--- config.mk ---
export PLATFORM = sky130hd
export DESIGN_NAME = dca_access_core
export DESIGN_NICKNAME = d
export VERILOG_FILES = /design/src/core/dca_pkg.sv /design/src/core/dca_access_core.sv /design/src/core/dca_core_reset_seq.sv /design/src/core/dca_cpu_regfile.sv
export VERILOG_INCLUDE_DIRS = /design/src /design/src/core
export SDC_FILE = /design/constraint.sdc
export NUM_CORES = 1
export LEC_CHECK = 0
export ABC_AREA = 1
export BUFFER_PORTS_ARGS = -buffer_cell sky130_fd_sc_hd__buf_4
export CAP_MARGIN = 20
export CELL_PAD_IN_SITES_DETAIL_PLACEMENT = 0
export CELL_PAD_IN_SITES_GLOBAL_PLACEMENT = 1
export CORE_MARGIN = 2
export CORE_UTILIZATION = 44
export CTS_CLUSTER_DIAMETER = 60
export DETAILED_ROUTE_END_ITERATION = 10
export GPL_ROUTABILITY_DRIVEN = 1
export PLACE_DENSITY_LB_ADDON = 0.15
export SETUP_SLACK_MARGIN = 0.1
export SLEW_MARGIN = 0
export SYNTH_ARGS = -nofsm -noshare
export SYNTH_HDL_FRONTEND = slang
export SYNTH_SLANG_ARGS = --single-unit
--- constraint.sdc ---
create_clock -name clk -period 2.8 [get_ports clk]
set_clock_uncertainty 0.2 [all_clocks]
set_input_delay 0.28 -clock clk [delete_from_list [all_inputs] [get_ports clk]]
set_output_delay 0.28 -clock clk [all_outputs]
set_load 0.02 [all_outputs]
--- src/core/dca_regs.svh ---
`ifndef DCA_REGS_SVH
`define DCA_REGS_SVH

// ------------------------------------------------------------------
// Write-only debug register offsets
// ------------------------------------------------------------------
`define DCA_ADDR_MASTER_CTL   8'h11
`define DCA_ADDR_WR_UPPER     8'h13
`define DCA_ADDR_WR_HIGH      8'h14
`define DCA_ADDR_WR_LOW       8'h15
`define DCA_ADDR_CMD          8'h16

// ------------------------------------------------------------------
// Field positions and reset values
// ------------------------------------------------------------------
`define DCA_MASTER_RESET_BIT  7
`define DCA_MASTER_CTL_RESET  8'h00
`define DCA_OPERAND_RESET     8'h00
`define DCA_RESULT_RESET      8'h00
`define DCA_CMD_WRITE_BIT     7
`define DCA_CPU_REG_RESET     24'h000000

// ------------------------------------------------------------------
// Command codes with the write bit removed
// ------------------------------------------------------------------
`define DCA_CMD_SET_MODE      7'h08
`define DCA_CMD_CLR_MODE      7'h09
`define DCA_CMD_MEMORY        7'h0b

// ------------------------------------------------------------------
// Timing
// ------------------------------------------------------------------
`define DCA_CLK_MHZ           125
`define DCA_CORE_RST_NS       1000
`define DCA_CORE_RST_CYCLES   ((`DCA_CORE_RST_NS * `DCA_CLK_MHZ + 999) / 1000)

`endif

--- src/core/dca_pkg.sv ---
package dca_pkg;

   // Register selected by the low three bits of a register command.
   typedef enum logic [2:0] {
      DCA_SEL_AF = 3'b000,
      DCA_SEL_BC = 3'b001,
      DCA_SEL_DE = 3'b010,
      DCA_SEL_HL = 3'b011,
      DCA_SEL_IX = 3'b100,
      DCA_SEL_IY = 3'b101,
      DCA_SEL_SP = 3'b110,
      DCA_SEL_PC = 3'b111
   } dca_reg_sel_type;

   typedef enum logic [1:0] {
      DCA_ST_IDLE     = 2'b00,
      DCA_ST_REG_READ = 2'b01,
      DCA_ST_MEMORY   = 2'b10
   } dca_state_type;

endpackage : dca_pkg

--- src/core/dca_access_core.sv ---
`timescale 1ns/1ps
`include "dca_regs.svh"

// How it works
// - Writing one to master control bit 7 starts a core reset; zero does nothing.
// - The core-reset request bit clears itself one cycle after the reset pulse ends.
// - Three operand bytes form one 24-bit value: upper, high, low.
// - Commands needing fewer bits use only the low bits of the operand.
// - Command register sits at 16h right after operand registers 13h to 15h.
// - A write to the command register executes the command at once.
// - Register read commands place the value in the three read-result registers; a memory read fills only the low one.
// - Write commands take their value from the three operand registers.
// - Codes 00 to 07 read base/F/A, BC, DE, HL, IX, IY, SP, PC.
// - Codes 80 to 87 write the same registers from the operand.
// - Codes 06/86 use long or short stack pointer by mode; 08 sets, 09 clears mode.
// - Code 0B reads and 8B writes memory at PC, then PC increments.
module dca_access_core #(
   parameter int CORE_RST_CYCLES = `DCA_CORE_RST_CYCLES
) (
   input  wire logic        clk,
   input  wire logic        rst,
   input  wire logic        dbg_wr,
   input  wire logic [7:0]  dbg_addr,
   input  wire logic [7:0]  dbg_wdata,
   output logic [7:0]       read_result_upper,
   output logic [7:0]       read_result_high,
   output logic [7:0]       read_result_low,
   output logic             read_done,
   output logic             busy,
   output logic             core_reset_request,
   output logic             core_rst,
   output logic             long_address_mode_flag,
   output logic             mem_req,
   output logic             mem_we,
   output logic [23:0]      mem_addr,
   output logic [7:0]       mem_wdata,
   input  wire logic [7:0]  mem_rdata,
   input  wire logic        mem_ack
);
   import dca_pkg::*;

   if (CORE_RST_CYCLES < 1 || CORE_RST_CYCLES > 65535)
   begin : g_cycles_check
      $error("dca_access_core: CORE_RST_CYCLES out of range");
   end

   // ------------------------------------------------------------------
   // Register write decode
   // ------------------------------------------------------------------
   logic wr_master;
   logic wr_upper;
   logic wr_high;
   logic wr_low;
   logic wr_cmd;

   assign wr_master = dbg_wr && dbg_addr == `DCA_ADDR_MASTER_CTL;
   assign wr_upper  = dbg_wr && dbg_addr == `DCA_ADDR_WR_UPPER;
   assign wr_high   = dbg_wr && dbg_addr == `DCA_ADDR_WR_HIGH;
   assign wr_low    = dbg_wr && dbg_addr == `DCA_ADDR_WR_LOW;
   assign wr_cmd    = dbg_wr && dbg_addr == `DCA_ADDR_CMD;

   // ------------------------------------------------------------------
   // Master control and core reset
   // ------------------------------------------------------------------
   logic reset_start;
   logic reset_done;
   logic reset_req_reg;
   logic reset_req_next;

   // Only bit 7 has an effect; the reserved bits are not stored.
   assign reset_start = wr_master && dbg_wdata[`DCA_MASTER_RESET_BIT];

   // A fresh request in the cycle the old one ends keeps the bit set.
   always_comb
   begin
      reset_req_next = reset_req_reg;
      if (reset_start)
         reset_req_next = 1'b1;
      else if (reset_done)
         reset_req_next = 1'b0;
   end

   always_ff @(posedge clk)
   begin
      if (rst)
         reset_req_reg <= 1'(`DCA_MASTER_CTL_RESET >> `DCA_MASTER_RESET_BIT);
      else
         reset_req_reg <= reset_req_next;
   end

   dca_core_reset_seq #(
      .CYCLES (CORE_RST_CYCLES)
   ) u_reset_seq (
      .clk      (clk),
      .rst      (rst),
      .start    (reset_start),
      .core_rst (core_rst),
      .done     (reset_done)
   );

   assign core_reset_request = reset_req_reg;

   // ------------------------------------------------------------------
   // Write operand
   // ------------------------------------------------------------------
   logic [7:0]  op_upper_reg;
   logic [7:0]  op_high_reg;
   logic [7:0]  op_low_reg;
   logic [7:0]  op_upper_next;
   logic [7:0]  op_high_next;
   logic [7:0]  op_low_next;
   logic [23:0] operand;

   always_comb
   begin
      op_upper_next = wr_upper ? dbg_wdata : op_upper_reg;
      op_high_next  = wr_high ? dbg_wdata : op_high_reg;
      op_low_next   = wr_low ? dbg_wdata : op_low_reg;
   end

   always_ff @(posedge clk)
   begin
      if (rst)
      begin
         op_upper_reg <= `DCA_OPERAND_RESET;
         op_high_reg  <= `DCA_OPERAND_RESET;
         op_low_reg   <= `DCA_OPERAND_RESET;
      end
      else
      begin
         op_upper_reg <= op_upper_next;
         op_high_reg  <= op_high_next;
         op_low_reg   <= op_low_next;
      end
   end

   assign operand = {op_upper_reg, op_high_reg, op_low_reg};

   // ------------------------------------------------------------------
   // CPU register view
   // ------------------------------------------------------------------
   logic            rf_wr_en;
   logic            rf_rd_en;
   dca_reg_sel_type rf_sel;
   logic            rf_mode_set;
   logic            rf_mode_clr;
   logic            rf_pc_inc;
   logic [23:0]     rf_rd_data;
   logic            rf_rd_valid;
   logic [23:0]     rf_pc;
   logic [7:0]      rf_base_page;

   dca_cpu_regfile u_regfile (
      .clk                    (clk),
      .rst                    (rst),
      .core_rst               (core_rst),
      .wr_en                  (rf_wr_en),
      .rd_en                  (rf_rd_en),
      .sel                    (rf_sel),
      .wr_data                (operand),
      .mode_set               (rf_mode_set),
      .mode_clr               (rf_mode_clr),
      .pc_inc                 (rf_pc_inc),
      .rd_data                (rf_rd_data),
      .rd_valid               (rf_rd_valid),
      .long_address_mode_flag (long_address_mode_flag),
      .pc                     (rf_pc),
      .base_page_register     (rf_base_page)
   );

   // ------------------------------------------------------------------
   // Command execution
   // ------------------------------------------------------------------
   dca_state_type state_reg;
   dca_state_type state_next;
   logic [7:0]    res_upper_reg;
   logic [7:0]    res_high_reg;
   logic [7:0]    res_low_reg;
   logic [7:0]    res_upper_next;
   logic [7:0]    res_high_next;
   logic [7:0]    res_low_next;
   logic          done_reg;
   logic          done_next;
   logic          mem_we_reg;
   logic          mem_we_next;
   logic [23:0]   mem_addr_reg;
   logic [23:0]   mem_addr_next;
   logic [7:0]    mem_wdata_reg;
   logic [7:0]    mem_wdata_next;
   logic          cmd_take;
   logic          cmd_write;
   logic [6:0]    cmd_code;
   logic [23:0]   pc_address;

   // Commands are dropped while a previous one runs or the core is in reset;
   // the host sees that through busy.
   assign cmd_take  = wr_cmd && state_reg == DCA_ST_IDLE && !core_rst;
   assign cmd_write = dbg_wdata[`DCA_CMD_WRITE_BIT];
   assign cmd_code  = dbg_wdata[6:0];
   assign rf_sel    = dca_reg_sel_type'(dbg_wdata[2:0]);

   // In short mode the page register supplies the top address byte.
   assign pc_address = long_address_mode_flag ? rf_pc : {rf_base_page, rf_pc[15:0]};

   always_comb
   begin
      state_next     = state_reg;
      res_upper_next = res_upper_reg;
      res_high_next  = res_high_reg;
      res_low_next   = res_low_reg;
      done_next      = 1'b0;
      mem_we_next    = mem_we_reg;
      mem_addr_next  = mem_addr_reg;
      mem_wdata_next = mem_wdata_reg;
      rf_wr_en       = 1'b0;
      rf_rd_en       = 1'b0;
      rf_mode_set    = 1'b0;
      rf_mode_clr    = 1'b0;
      rf_pc_inc      = 1'b0;
      unique case (state_reg)
         DCA_ST_IDLE:
         begin
            if (cmd_take)
            begin
               if (cmd_code[6:3] == 4'h0)
               begin
                  if (cmd_write)
                  begin
                     rf_wr_en = 1'b1;
                  end
                  else
                  begin
                     rf_rd_en   = 1'b1;
                     state_next = DCA_ST_REG_READ;
                  end
               end
               else if (cmd_code == `DCA_CMD_SET_MODE && !cmd_write)
               begin
                  rf_mode_set = 1'b1;
               end
               else if (cmd_code == `DCA_CMD_CLR_MODE && !cmd_write)
               begin
                  rf_mode_clr = 1'b1;
               end
               else if (cmd_code == `DCA_CMD_MEMORY)
               begin
                  mem_we_next    = cmd_write;
                  mem_addr_next  = pc_address;
                  mem_wdata_next = op_low_reg;
                  state_next     = DCA_ST_MEMORY;
               end
               // Every other code falls through with no effect.
            end
         end
         DCA_ST_REG_READ:
         begin
            if (rf_rd_valid)
            begin
               res_upper_next = rf_rd_data[23:16];
               res_high_next  = rf_rd_data[15:8];
               res_low_next   = rf_rd_data[7:0];
               done_next      = 1'b1;
               state_next     = DCA_ST_IDLE;
            end
         end
         DCA_ST_MEMORY:
         begin
            if (mem_ack)
            begin
               if (!mem_we_reg)
               begin
                  res_low_next = mem_rdata;
                  done_next    = 1'b1;
               end
               rf_pc_inc  = 1'b1;
               state_next = DCA_ST_IDLE;
            end
         end
         default:
         begin
            state_next = DCA_ST_IDLE;
         end
      endcase
   end

   always_ff @(posedge clk)
   begin
      if (rst)
      begin
         state_reg     <= DCA_ST_IDLE;
         res_upper_reg <= `DCA_RESULT_RESET;
         res_high_reg  <= `DCA_RESULT_RESET;
         res_low_reg   <= `DCA_RESULT_RESET;
         done_reg      <= 1'b0;
         mem_we_reg    <= 1'b0;
         mem_addr_reg  <= 24'h000000;
         mem_wdata_reg <= 8'h00;
      end
      else
      begin
         state_reg     <= state_next;
         res_upper_reg <= res_upper_next;
         res_high_reg  <= res_high_next;
         res_low_reg   <= res_low_next;
         done_reg      <= done_next;
         mem_we_reg    <= mem_we_next;
         mem_addr_reg  <= mem_addr_next;
         mem_wdata_reg <= mem_wdata_next;
      end
   end

   assign read_result_upper = res_upper_reg;
   assign read_result_high  = res_high_reg;
   assign read_result_low   = res_low_reg;
   assign read_done         = done_reg;
   assign busy              = state_reg != DCA_ST_IDLE || core_rst;
   assign mem_req           = state_reg == DCA_ST_MEMORY;
   assign mem_we            = mem_we_reg;
   assign mem_addr          = mem_addr_reg;
   assign mem_wdata         = mem_wdata_reg;

endmodule : dca_access_core

--- src/core/dca_core_reset_seq.sv ---
`timescale 1ns/1ps
`include "dca_regs.svh"

module dca_core_reset_seq #(
   parameter int CYCLES = `DCA_CORE_RST_CYCLES
) (
   input  wire logic clk,
   input  wire logic rst,
   input  wire logic start,
   output logic      core_rst,
   output logic      done
);

   if (CYCLES < 1 || CYCLES > 65535)
   begin : g_cycles_check
      $error("dca_core_reset_seq: CYCLES out of range");
   end

   logic [15:0] count_reg;
   logic [15:0] count_next;
   logic        active_reg;
   logic        active_next;
   logic        done_reg;
   logic        done_next;

   // A new start while the reset runs restarts the full pulse length.
   always_comb
   begin
      count_next  = count_reg;
      active_next = active_reg;
      done_next   = 1'b0;
      if (start)
      begin
         count_next  = 16'(CYCLES - 1);
         active_next = 1'b1;
      end
      else if (active_reg)
      begin
         if (count_reg == 16'h0000)
         begin
            active_next = 1'b0;
            done_next   = 1'b1;
         end
         else
         begin
            count_next = count_reg - 16'h0001;
         end
      end
   end

   always_ff @(posedge clk)
   begin
      if (rst)
      begin
         count_reg  <= 16'h0000;
         active_reg <= 1'b0;
         done_reg   <= 1'b0;
      end
      else
      begin
         count_reg  <= count_next;
         active_reg <= active_next;
         done_reg   <= done_next;
      end
   end

   assign core_rst = active_reg;
   assign done     = done_reg;

endmodule : dca_core_reset_seq

--- src/core/dca_cpu_regfile.sv ---
`timescale 1ns/1ps
`include "dca_regs.svh"

module dca_cpu_regfile (
   input  wire logic                     clk,
   input  wire logic                     rst,
   input  wire logic                     core_rst,
   input  wire logic                     wr_en,
   input  wire logic                     rd_en,
   input  wire dca_pkg::dca_reg_sel_type sel,
   input  wire logic [23:0]              wr_data,
   input  wire logic                     mode_set,
   input  wire logic                     mode_clr,
   input  wire logic                     pc_inc,
   output logic [23:0]                   rd_data,
   output logic                          rd_valid,
   output logic                          long_address_mode_flag,
   output logic [23:0]                   pc,
   output logic [7:0]                    base_page_register
);
   import dca_pkg::*;

   // Entries 0..7 follow the select codes; entry 6 is the long stack
   // pointer, the short one lives apart in its own 16 bits.
   logic [23:0] regs_reg [0:7];
   logic [23:0] regs_next [0:7];
   logic [15:0] short_stack_pointer_reg;
   logic [15:0] short_stack_pointer_next;
   logic        mode_reg;
   logic        mode_next;
   logic [23:0] rd_data_reg;
   logic [23:0] rd_data_next;
   logic        rd_valid_reg;

   always_comb
   begin
      for (int i = 0; i < 8; i++)
         regs_next[i] = regs_reg[i];
      short_stack_pointer_next = short_stack_pointer_reg;
      mode_next                = mode_reg;
      rd_data_next             = rd_data_reg;
      if (core_rst)
      begin
         for (int i = 0; i < 8; i++)
            regs_next[i] = `DCA_CPU_REG_RESET;
         short_stack_pointer_next = 16'h0000;
         mode_next                = 1'b0;
      end
      else
      begin
         if (wr_en && sel == DCA_SEL_SP && !mode_reg)
            short_stack_pointer_next = wr_data[15:0];
         else if (wr_en)
            regs_next[sel] = wr_data;
         if (pc_inc)
            regs_next[DCA_SEL_PC] = regs_reg[DCA_SEL_PC] + 24'h000001;
         if (mode_set)
            mode_next = 1'b1;
         else if (mode_clr)
            mode_next = 1'b0;
      end
      if (rd_en && sel == DCA_SEL_SP && !mode_reg)
         rd_data_next = {8'h00, short_stack_pointer_reg};
      else if (rd_en)
         rd_data_next = regs_reg[sel];
   end

   always_ff @(posedge clk)
   begin
      if (rst)
      begin
         for (int i = 0; i < 8; i++)
            regs_reg[i] <= `DCA_CPU_REG_RESET;
         short_stack_pointer_reg <= 16'h0000;
         mode_reg                <= 1'b0;
         rd_data_reg             <= `DCA_CPU_REG_RESET;
         rd_valid_reg            <= 1'b0;
      end
      else
      begin
         for (int i = 0; i < 8; i++)
            regs_reg[i] <= regs_next[i];
         short_stack_pointer_reg <= short_stack_pointer_next;
         mode_reg                <= mode_next;
         rd_data_reg             <= rd_data_next;
         rd_valid_reg            <= rd_en;
      end
   end

   assign rd_data                = rd_data_reg;
   assign rd_valid               = rd_valid_reg;
   assign long_address_mode_flag = mode_reg;
   assign pc                     = regs_reg[DCA_SEL_PC];
   assign base_page_register     = regs_reg[DCA_SEL_AF][23:16];

endmodule : dca_cpu_regfile

==> flow_summary_export.csv, run 1 <==
group,metric,value,unit
worst_setup_path,rrSetupSlack,0.26,ns
worst_setup_path,arrival,2.82,ns
sta,hold_viol_final,0,
logic_synthesis,yosys.area.top_type_share,0.444,
logic_synthesis,synth_area_leader_cell,"dfxtp_1",
clock_network,clock_latency,0.53,ns
place,dpl_cell_area,16400,µm²
logic_synthesis,synth_area_leaders,"dfxtp_1 44%, nor2_1 11%, o21ai_0 9.5%",
worst_setup_path,crit_path_start,"dbg_wdata[6]",
job,drv_cap,0,
worst_setup_path,critPathMaxFanout,19,
logic_synthesis,syn-num-nets,2262,
floorplan,initial_core_util,0.443,
logic_synthesis,synth_warnings,0,
route,num_vias,14931,
worst_setup_path,criticalPathCategory,"primary input to flip-flop",
sta,timing.fmax,0.390,GHz
hold_path,min_path_type,"primary input to flip-flop",
layout,fin_area,17800,µm²
clock_network,clock-root-buffer,"clkbuf_16",
worst_setup_path,end_kind,"flip-flop",
clock_network,cts_tree,"done",
sta,final.setup.tns,0,ns
route,postRouteAntennaNets,0,
worst_setup_path,startpoint_type,"primary input",
place,place.gp.congestion,0.881,
worst_setup_path,critical_path_required,3.05,ns
floorplan,num_rows,68,
hold_path,hp-start,"rst",
route,firstDrtPassIters,8,
logic_synthesis,yosysUniqueCellTypes,32,
sta,tightest_slew,0.902,ns
sta,min_period,2.56,ns
layout,largest_reg_flops,192,
worst_setup_path,rr_startpoint,"state_reg[0]",
global_route,grt_max_degree,110,
place,port_buffers,90,
logic_synthesis,postSynthAreaPerCell,6.82,µm²
sta,rsz0062_at_grt,"no",
global_route,grt_pass1_wl,80000,µm
layout,drive_gt1_frac,0.103,
sta,finalMaxSlewViolations,0,
clock_network,cts_buffer_depth,3,
logic_synthesis,syn_area,15200,µm²
worst_setup_path,r2r_cells,11,
route,avgRoutedWirePerCell,19.1,µm
floorplan,io-pin-count,91,
clock_network,cts_buffers,38,
sta,max_slew_margin,0.398,
global_route,grt_pass1_vias,13343,
clock_network,clock_sink_count,337,
floorplan,core_area,34300,µm²
logic_synthesis,ys_seq_area_frac,0.444,
floorplan,die-area,36000,µm²
power_and_ir_drop,peakVddDrop,0.449,mV
route,drt-vias-per-instance,5.39,
route,drt_iter0_drc,1497,
logic_synthesis,synth-seq-cells,337,
layout,fin_nets,2317,
floorplan,die_w,190,µm
power_and_ir_drop,power_density,567,nW/µm²
floorplan,die-height,190,µm
place,dp_hpwl,36000,µm
status,outcome,"completed",
clock_network,h-tree-depth,2,
worst_setup_path,r2r_end,"u_regfile.regs_reg[6][3]",
global_route,gr-total-overflow,0,
layout,final_core_util,0.518,
global_route,track_usage,0.287,
logic_synthesis,synth_cells,2229,
route,wl,52800,µm
power_and_ir_drop,power.leakage,0.00751,µW
global_route,antenna_found_initial,1,
sta,finalCritPeriodShare,0.915,
route,drc,0,
clock_network,clk_pin_slew,0.06,ns
worst_setup_path,crit_end,"u_regfile.regs_reg[1][19]",
sta,setup_violations,0,
layout,area_growth,16.8,%
==> worst max-delay path, stage by stage <==
cell and delay, ns:
dlygate4sd3_1 0.54, buf_4 0.16, nor2_1 0.08, nand2_1 0.07, nor2_1 0.16, buf_4 0.22
nand3_1 0.27, nor2_2 0.15, buf_4 0.33, buf_4 0.33, a21oi_1 0.10, nor2_1 0.11
==> worst min path at each step <==
stage / to / slack [ns] / cells after the start
after floorplan: u_regfile.regs_reg[0][0] / 0.22 / 2
after global placement: u_regfile.regs_reg[0][13] / 0.23 / 2
after detailed placement: u_regfile.regs_reg[0][1] / 0.24 / 2
after CTS: op_upper_reg[1] / 0.0009 / 3
after global routing: u_reset_seq.count_reg[3] / 0.02 / 2
final: u_reset_seq.count_reg[4] / 0.02 / 2
==> cell usage in the layout (no fill, tap or decap), drive strengths merged <==
cell type / n
nand4: 44
a31oi: 9
clkinv: 10
o211ai: 18
nor4: 1
nand3: 91
o21ai: 331
o22ai: 2
clkbuf: 60
xnor2: 1
or2: 2
a211oi: 25
and2: 1
dlygate4sd3: 15
diode: 1
xor2: 13
dfxtp: 337
buf: 154
nand2: 383
o2111ai: 2
ha: 5
a21oi: 193
nor2: 440
inv: 153
nand3b: 4
nor3: 18
==> through the flow <==
| step | cells | hold WS, ns | worst slack (ns) | total power [µW] |
|---|---|---|---|---|
| after floorplan | 2229 | 0.224 | 0.642 | 5140 |
| after global placement | 2680 | 0.234 | 0.350 | 5310 |
| after detailed placement | 2680 | 0.238 | 0.254 | 5310 |
| after CTS | 2763 | 0.000942 | 0.239 | 10100 |
| after global routing | 2767 | 0.0203 | 0.114 | 10400 |
| final | 2768 | 0.0181 | 0.238 | 10100 |
==> routing by layer <==
layer,up-vias,GRT usage,share of wire
met5,-,0,0
met4,0,0.0868,0.027
met3,82,0.0537,0.082
met2,536,0.439,0.43
met1,6880,0.409,0.46
li1,7433,-,-
==> cell type report <==
type | instances | area [µm²]
Antenna cell | 1 | 2.50
Clock buffer | 60 | 1170
Clock inverter | 8 | 40.0
Fill cell | 3397 | 16500
Inverter | 155 | 587
Multi-Input combinational cell | 1583 | 7270
Sequential cell | 337 | 6750
Tap cell | 455 | 569
Timing Repair Buffer | 169 | 1370
==> Yosys cell counts <==
library cell,n
nor2_4,3
nor2_1,433
o22ai_1,2
inv_1,143
a21oi_1,193
dfxtp_1,337
o2111ai_1,2
clkinv_1,2
nand3b_1,4
xnor2_1,1
nor4_2,1
o21ai_0,289
nand2_1,383
clkbuf_1,98
nand4_1,44
buf_1,24
a211oi_1,25
buf_4,3
nand3_4,1
ha_1,5
buf_2,29
xor2_1,13
inv_2,10
nor2_2,4
and2_1,1
nand3_1,88
or2_2,2
nor3_1,18
nand3_2,2
o211ai_1,18
o21ai_1,42
a31oi_1,9
==> power by group <==
group,internal (µW),switching [µW]
logic,124,301
clock network,2860,1990
registers,4800,3.31
total,7780,2290
==> timing repair <==
item	in CTS	in global routing
hold endpoints to repair	27	0
setup endpoints to repair	0	31
gates resized for setup	0	5
setup buffers	0	3
hold buffers	15	0
==> cells by family (layout without fill, tap and decap cells) <==
group,after synthesis,after routing,share of synthesized area
other,0,1,0
AO/OA/AOI/OAI,580,580,0.199
XOR/XNOR,14,14,0.00807
adder cells (fa/ha/maj),5,5,0.00412
flip-flops,337,337,0.444
AND/OR/NAND/NOR,984,984,0.265
buffers and inverters,309,392,0.0795
Power figures use the tool's default switching activity.
==> run 2, diff against run 1 <==
--- a/config.mk
+++ b/config.mk
@@ -6,13 +6,12 @@
 export SDC_FILE = /design/constraint.sdc
 export NUM_CORES = 1
 export LEC_CHECK = 0
-export ABC_AREA = 1
 export BUFFER_PORTS_ARGS = -buffer_cell sky130_fd_sc_hd__buf_4
 export CAP_MARGIN = 20
 export CELL_PAD_IN_SITES_DETAIL_PLACEMENT = 0
 export CELL_PAD_IN_SITES_GLOBAL_PLACEMENT = 1
 export CORE_MARGIN = 2
-export CORE_UTILIZATION = 44
+export CORE_UTILIZATION = 35
 export CTS_CLUSTER_DIAMETER = 60
 export DETAILED_ROUTE_END_ITERATION = 10
 export GPL_ROUTABILITY_DRIVEN = 1
==> run 2 against run 1 <==
  * Sequential power about the same
  * Die area up 18%
  * Clock power increased by 5.4%
  * Power grew 1.8%
  * Synthesized area fell by 5.5%
  * Utilization down 9.5 points
  * Final area down 3.2%
  * Synthesized cell count is 25% lower
  * Count of clock-buffer cells in the layout down 2
  * Final cell count shrank 17%
  * Flip-flop and latch count stayed put
  * Critical path depth shrank 5
==> flow_summary_export.csv, run 2 <==
group,metric,value,unit
status,outcome,"completed",
worst_setup_path,path_buf_inv,1,
logic_synthesis,synth_area_leaders,"dfxtp_1 47%, nand2_1 10%, mux2i_1 9.0%",
power_and_ir_drop,power.total,10300,µW
route,num_vias,12054,
clock_network,clock_latency,0.55,ns
hold_path,hold_depth,3,
worst_setup_path,critical_path_depth,7,
place,dpl_cell_area,15800,µm²
floorplan,core_area,40600,µm²
power_and_ir_drop,pwr-share-comb,0.034,
power_and_ir_drop,power_frac_seq,0.468,
sta,hold_ws,0.0263,ns
worst_setup_path,crit_path_frequent_cell,"or3_1",
worst_setup_path,criticalPathCategory,"flip-flop to flip-flop",
worst_setup_path,end_kind,"flip-flop",
layout,drive_gt1_frac,0.153,
logic_synthesis,synth-seq-cells,337,
worst_setup_path,r2r_cells,7,
floorplan,die-height,207,µm
power_and_ir_drop,p_sw,2320,µW
logic_synthesis,yosysMostFrequentCell,"nand2_1",
layout,diodes,0,
global_route,busiest_layer,"met2",
worst_setup_path,arrival,2.79,ns
sta,rsz0062_at_grt,"no",
floorplan,die_w,207,µm
sta,timing.fmax,0.396,GHz
logic_synthesis,synth_warnings,0,
sta,final.setup.tns,0,ns
sta,max_slew_margin,0.501,
logic_synthesis,synthFlopType,"dfxtp_1",
clock_network,cts_buffer_depth,3,
clock_network,cts_buffers,40,
route,drt_iter0_drc,840,
logic_synthesis,synth_area_leader_cell,"dfxtp_1",
job,drv_cap,0,
sta,finalMaxSlewViolations,0,
global_route,antenna_found_initial,0,
logic_synthesis,syn_area,14400,µm²
floorplan,io-pin-count,91,
route,drc,0,
clock_network,clock-root-buffer,"clkbuf_16",
power_and_ir_drop,p_int,7930,µW
route,firstDrtPassIters,5,
power_and_ir_drop,peakVddDrop,0.384,mV
global_route,track_usage,0.216,
clock_network,clock_sink_count,337,
route,drt-vias-per-instance,5.28,
logic_synthesis,synth_enable_flop_cells,0,
power_and_ir_drop,power_density,597,nW/µm²
sta,tightest_slew,0.748,ns
global_route,met2_usage,0.335,
logic_synthesis,yosys.area.top_type_share,0.470,
floorplan,die-area,42700,µm²
logic_synthesis,synth_cells,1661,
layout,largest_reg_flops,192,
layout,final_common_cell,"nand2_1",
place,dp_hpwl,30100,µm
worst_setup_path,path_cells,"inv_1 > ha_1 > nand4_1 > or3_1 > or3_1 > a2bb2oi_1 > a21oi_1",
floorplan,initial_core_util,0.354,
logic_synthesis,postSynthAreaPerCell,8.65,µm²
logic_synthesis,ys_seq_area_frac,0.470,
global_route,grt_use_met1,0.316,
worst_setup_path,crit_slowest_cell,"ha_1",
layout,fillers,4039,
worst_setup_path,slowest_delay,0.45,ns
place,place.gp.congestion,0.779,
power_and_ir_drop,switching_share,0.227,
layout,area_growth,19.6,%
layout,fin_area,17200,µm²
route,avgRoutedWirePerCell,20.2,µm
place,port_buffers,90,
power_and_ir_drop,clkPwrFrac,0.498,
route,postRouteAntennaNets,0,
clock_network,h-tree-depth,2,
floorplan,num_rows,74,
hold_path,min_path_type,"primary input to flip-flop",
global_route,grt_max_degree,59,
worst_setup_path,path_delay_family,"simple AND/OR/NAND/NOR gates",
logic_synthesis,syn-num-nets,1694,
worst_setup_path,critPathMaxFanout,7,
sta,finalCritPeriodShare,0.903,
layout,layout_common_cells,"388 x nand2_1, 337 x dfxtp_1, 221 x a21oi_1",
global_route,grt_pass1_vias,11328,
power_and_ir_drop,power.leakage,0.00638,µW
worst_setup_path,critical_path_required,3.06,ns
logic_synthesis,synthTopCellsByCount,"389 x nand2_1, 337 x dfxtp_1, 221 x a21oi_1",
layout,fin_nets,1758,
sta,hold_viol_final,0,
global_route,gr-total-overflow,0,
clock_network,clk_pin_slew,0.06,ns
logic_synthesis,yosysUniqueCellTypes,56,
global_route,grt.met3_usage,0.0303,
global_route,grt_pass1_wl,70400,µm
clock_network,cts_tree,"done",
logic_synthesis,async_flop_share,0,
sta,setup_violations,0,
worst_setup_path,startpoint_type,"flip-flop",
sta,min_period,2.53,ns
route,wl,46100,µm
run 2: changes by cell type after synthesis, moves of 42 or more:
cell	delta
nor2_1	-312
o21ai_0	-254
inv_1	-129
mux2i_1	+129
nand3_1	-47
o21ai_1	-42
run 2: routing by layer:
layer / vias up / share of wire
li1: 5887 / -
met1: 5834 / 0.49
met2: 283 / 0.44
met3: 50 / 0.051
met4: 0 / 0.015
met5: - / 0
run 2: cell families (layout without fill, tap and decap cells):
kind of cell	Yosys count	count (layout)	synth area share
AO/OA/AOI/OAI	345	345	0.140
XOR/XNOR	13	13	0.00792
adder cells (fa/ha/maj)	5	5	0.00435
buffers and inverters	159	250	0.0450
flip-flops	337	337	0.470
multiplexers	159	159	0.137
AND/OR/NAND/NOR	643	643	0.196
run 2: timing repair:
item	in CTS	in global routing
resized for setup	0	1
hold buffers	14	0
hold endpoints to repair	30	0
buffers inserted	0	0
setup endpoints to repair	0	8
run 2: power groups by stage:
stage,clock (µW),combinational [µW],sequential (µW)
2_1_floorplan,0,189,4900
3_3_place_gp,0,335,4900
3_5_place_dp,0,332,4900
4_1_cts,5240,349,4800
5_1_grt,5420,372,4790
6_report,5110,347,4800
run 2: layout make-up:
class                   count  area (µm²)  share of cell area
multi-input cells        1165        7040               0.409
flip-flops and latches    337        6750               0.392
repair buffers            166        1410              0.0818
clock buffers              58        1180              0.0686
well taps                 532         666              0.0387
clock inverters            11         100             0.00582
inverters                  15        56.3             0.00328
run 2: worst register-to-register path: cells and delay by family, from the launching register on:
family,cells,cell delay (ns)
flip-flops,1,0.34
buffers and inverters,1,0.09
AO/OA/AOI/OAI,2,0.31
AND/OR/NAND/NOR,3,1.06
adder cells (fa/ha/maj),1,0.45
run 2: final timing paths:
kind,startpoint,endpoint,slack (ns)
worst min-delay path,dbg_wdata[1],op_upper_reg[1],0.03
worst min register to register,u_regfile.short_stack_pointer_reg[6],u_regfile.short_stack_pointer_reg[6],0.25
worst max-delay path,state_reg[0],u_regfile.regs_reg[7][13],0.27
worst max register to register,state_reg[0],u_regfile.regs_reg[7][13],0.27
run 2: metrics by stage:
stage               utilization  worst slack (ns)  cells
finish                    0.423             0.272   2284
global route              0.423             0.132   2284
CTS                       0.423             0.268   2284
detailed placement        0.388             0.271   2201
global placement          0.388             0.271   2201
floorplan                     -             0.355   1661
==> run 3, diff against run 2 <==
--- a/config.mk
+++ b/config.mk
@@ -10,7 +10,6 @@
 export CAP_MARGIN = 20
 export CELL_PAD_IN_SITES_DETAIL_PLACEMENT = 0
 export CELL_PAD_IN_SITES_GLOBAL_PLACEMENT = 1
-export CORE_MARGIN = 2
 export CORE_UTILIZATION = 35
 export CTS_CLUSTER_DIAMETER = 60
 export DETAILED_ROUTE_END_ITERATION = 10
==> run 3 against run 2 <==
  * Power is 1.1% higher
  * Global-route usage is 0.76 points higher
  * Worst hold slack better by 0.056 ns
  * Count of clock-buffer cells in the layout unchanged
  * Register-to-register slack gained 0.02 ns
  * Critical path depth increased by 2
  * Combinational power increased by 2%
  * Sequential power hardly changed
  * Sequential share of layout area shrank 0.26 points
==> flow_summary_export.csv, run 3 (synthesis gave the netlist of run 2 again) <==
group,metric,value,unit
status,outcome,"completed",
floorplan,io-pin-count,91,
sta,max_slew_margin,0.307,
layout,fin_nets,1765,
route,top_layer_used,"met4",
layout,fillers,3989,
route,drc,0,
sta,fin_ws,0.291,ns
route,drt_iter0_drc,994,
clock_network,h-tree-depth,2,
worst_setup_path,r2r_end,"mem_wdata[0]",
route,met1Wirelength,23100,µm
route,postRouteAntennaNets,0,
global_route,gr-total-overflow,0,
route,wl_met2,20300,µm
floorplan,die_w,205,µm
layout,drive_gt1_frac,0.156,
place,pre_cts_slack,0.293,ns
hold_path,min_path_type,"primary input to flip-flop",
worst_setup_path,rr_startpoint,"state_reg[0]",
layout,largest_reg_flops,192,
global_route,grt_pass1_vias,11518,
sta,tightest_slew,1.04,ns
floorplan,num_rows,73,
global_route,grt_max_degree,89,
sta,timing.fmax,0.399,GHz
floorplan,die-height,205,µm
clock_network,cts_buffer_depth,3,
worst_setup_path,arrival,2.69,ns
sta,min_period,2.51,ns
place,dp_hpwl,30400,µm
sta,finalCritPeriodShare,0.896,
hold_path,hold_depth,5,
route,wl_met3,2410,µm
layout,layout_common_cells,"388 x nand2_1, 337 x dfxtp_1, 221 x a21oi_1",
worst_setup_path,startpoint_type,"flip-flop",
route,drt-vias-per-instance,5.31,
global_route,grt_pass1_wl,71000,µm
power_and_ir_drop,power_density,599,nW/µm²
clock_network,cts_buffers,40,
clock_network,cts_tree,"done",
place,place.gp.congestion,0.833,
worst_setup_path,criticalPathCategory,"flip-flop to flip-flop",
route,firstDrtPassIters,5,
route,wl,46900,µm
sta,finalMaxSlewViolations,0,
global_route,track_usage,0.223,
clock_network,clock-root-buffer,"clkbuf_16",
worst_setup_path,critical_path_required,2.98,ns
layout,diodes,0,
floorplan,initial_core_util,0.358,
layout,multiInputGateArea,7040,µm²
hold_path,hold_path_end,"op_upper_reg[6]",
sta,rsz0062_at_grt,"no",
global_route,antenna_found_initial,0,
clock_network,clock_latency,0.55,ns
layout,area_growth,20.4,%
worst_setup_path,rrSetupSlack,0.29,ns
clock_network,clk_pin_slew,0.06,ns
worst_setup_path,critPathMaxFanout,25,
job,drv_cap,0,
layout,regArea,6750,µm²
sta,hold_ws,0.0820,ns
sta,hold_viol_final,0,
route,avgRoutedWirePerCell,20.5,µm
place,port_buffers,90,
sta,setup_violations,0,
power_and_ir_drop,power.total,10400,µW
power_and_ir_drop,power.leakage,0.00644,µW
route,num_vias,12150,
clock_network,clock_sink_count,337,
power_and_ir_drop,peakVddDrop,0.315,mV
floorplan,die-area,41900,µm²
layout,final_common_cell,"nand2_1",
floorplan,core_area,40100,µm²
worst_setup_path,r2r_cells,9,
worst_setup_path,end_kind,"flip-flop",
hold_path,hp-start,"dbg_addr[0]",
sta,final.setup.tns,0,ns
==> run 3: cell types whose count changed in the layout (fill, tap and decap cells not counted) <==
cell	before	now
dlygate4sd3_1	14	18
buf_4	142	144
buf_12	10	11
bufinv_16	1	2
clkbuf_16	41	40
clkbuf_8	9	10
clkinv_8	0	1
clkinvlp_4	1	2
inv_6	2	3
inv_8	1	0
nor4_2	4	3
nor4_4	6	7
==> run 3: power by group <==
group          internal (µW)  switching, µW  total, µW
registers               4800           1.85       4800
clock network           3100           2120       5220
logic                    120            234        353
total                   8010           2350      10400
==> run 3: per-stage QoR <==
step | cell area [µm²] | std cells | utilization
6_report | 17300 | 2287 | 0.432
5_1_grt | 17300 | 2287 | 0.432
4_1_cts | 17300 | 2287 | 0.431
3_5_place_dp | 15800 | 2197 | 0.394
3_3_place_gp | 15800 | 2197 | 0.394
2_1_floorplan | 14400 | 1661 | -
==> run 3: area by class of cell <==
cell class / count / area share
Multi-Input combinational cell: 1165 / 0.407
Clock inverter: 14 / 0.00875
Inverter: 15 / 0.00325
Clock buffer: 58 / 0.0675
Tap cell: 525 / 0.0380
Timing Repair Buffer: 173 / 0.0856
Sequential cell: 337 / 0.390
==> run 3: worst max path at each step <==
stage / start / end / slack, ns / depth (start not counted)
after floorplan: state_reg[0] / u_regfile.regs_reg[5][3] / 0.36 / 9
after global placement: dbg_wdata[4] / u_regfile.regs_reg[1][9] / 0.32 / 7
after detailed placement: state_reg[0] / mem_addr[20] / 0.29 / 9
after CTS: state_reg[0] / mem_addr[20] / 0.23 / 9
after global routing: state_reg[0] / mem_wdata[0] / 0.12 / 9
final: state_reg[0] / mem_wdata[0] / 0.29 / 9
==> run 3: critical path, cell delays in order, from the launching register on <==
cell	delay (ns)
dfxtp_1	0.34
inv_1	0.09
ha_1	0.17
and4bb_1	0.27
nand2_1	0.17
buf_4	0.21
or4_1	0.48
buf_4	0.24
nand2_1	0.11
a21oi_1	0.07
==> run 3: timing repair <==
item,CTS,global route
hold buffers,18,0
buffers inserted,0,0
hold endpoints to repair,33,0
setup endpoints to repair,0,3
resized for setup,0,2
==> run 3: per-layer routing <==
layer  GRT usage  up-vias
li1            -     5891
met5           0        -
met3      0.0288       59
met4      0.0605        0
met1       0.330     5896
met2       0.339      304
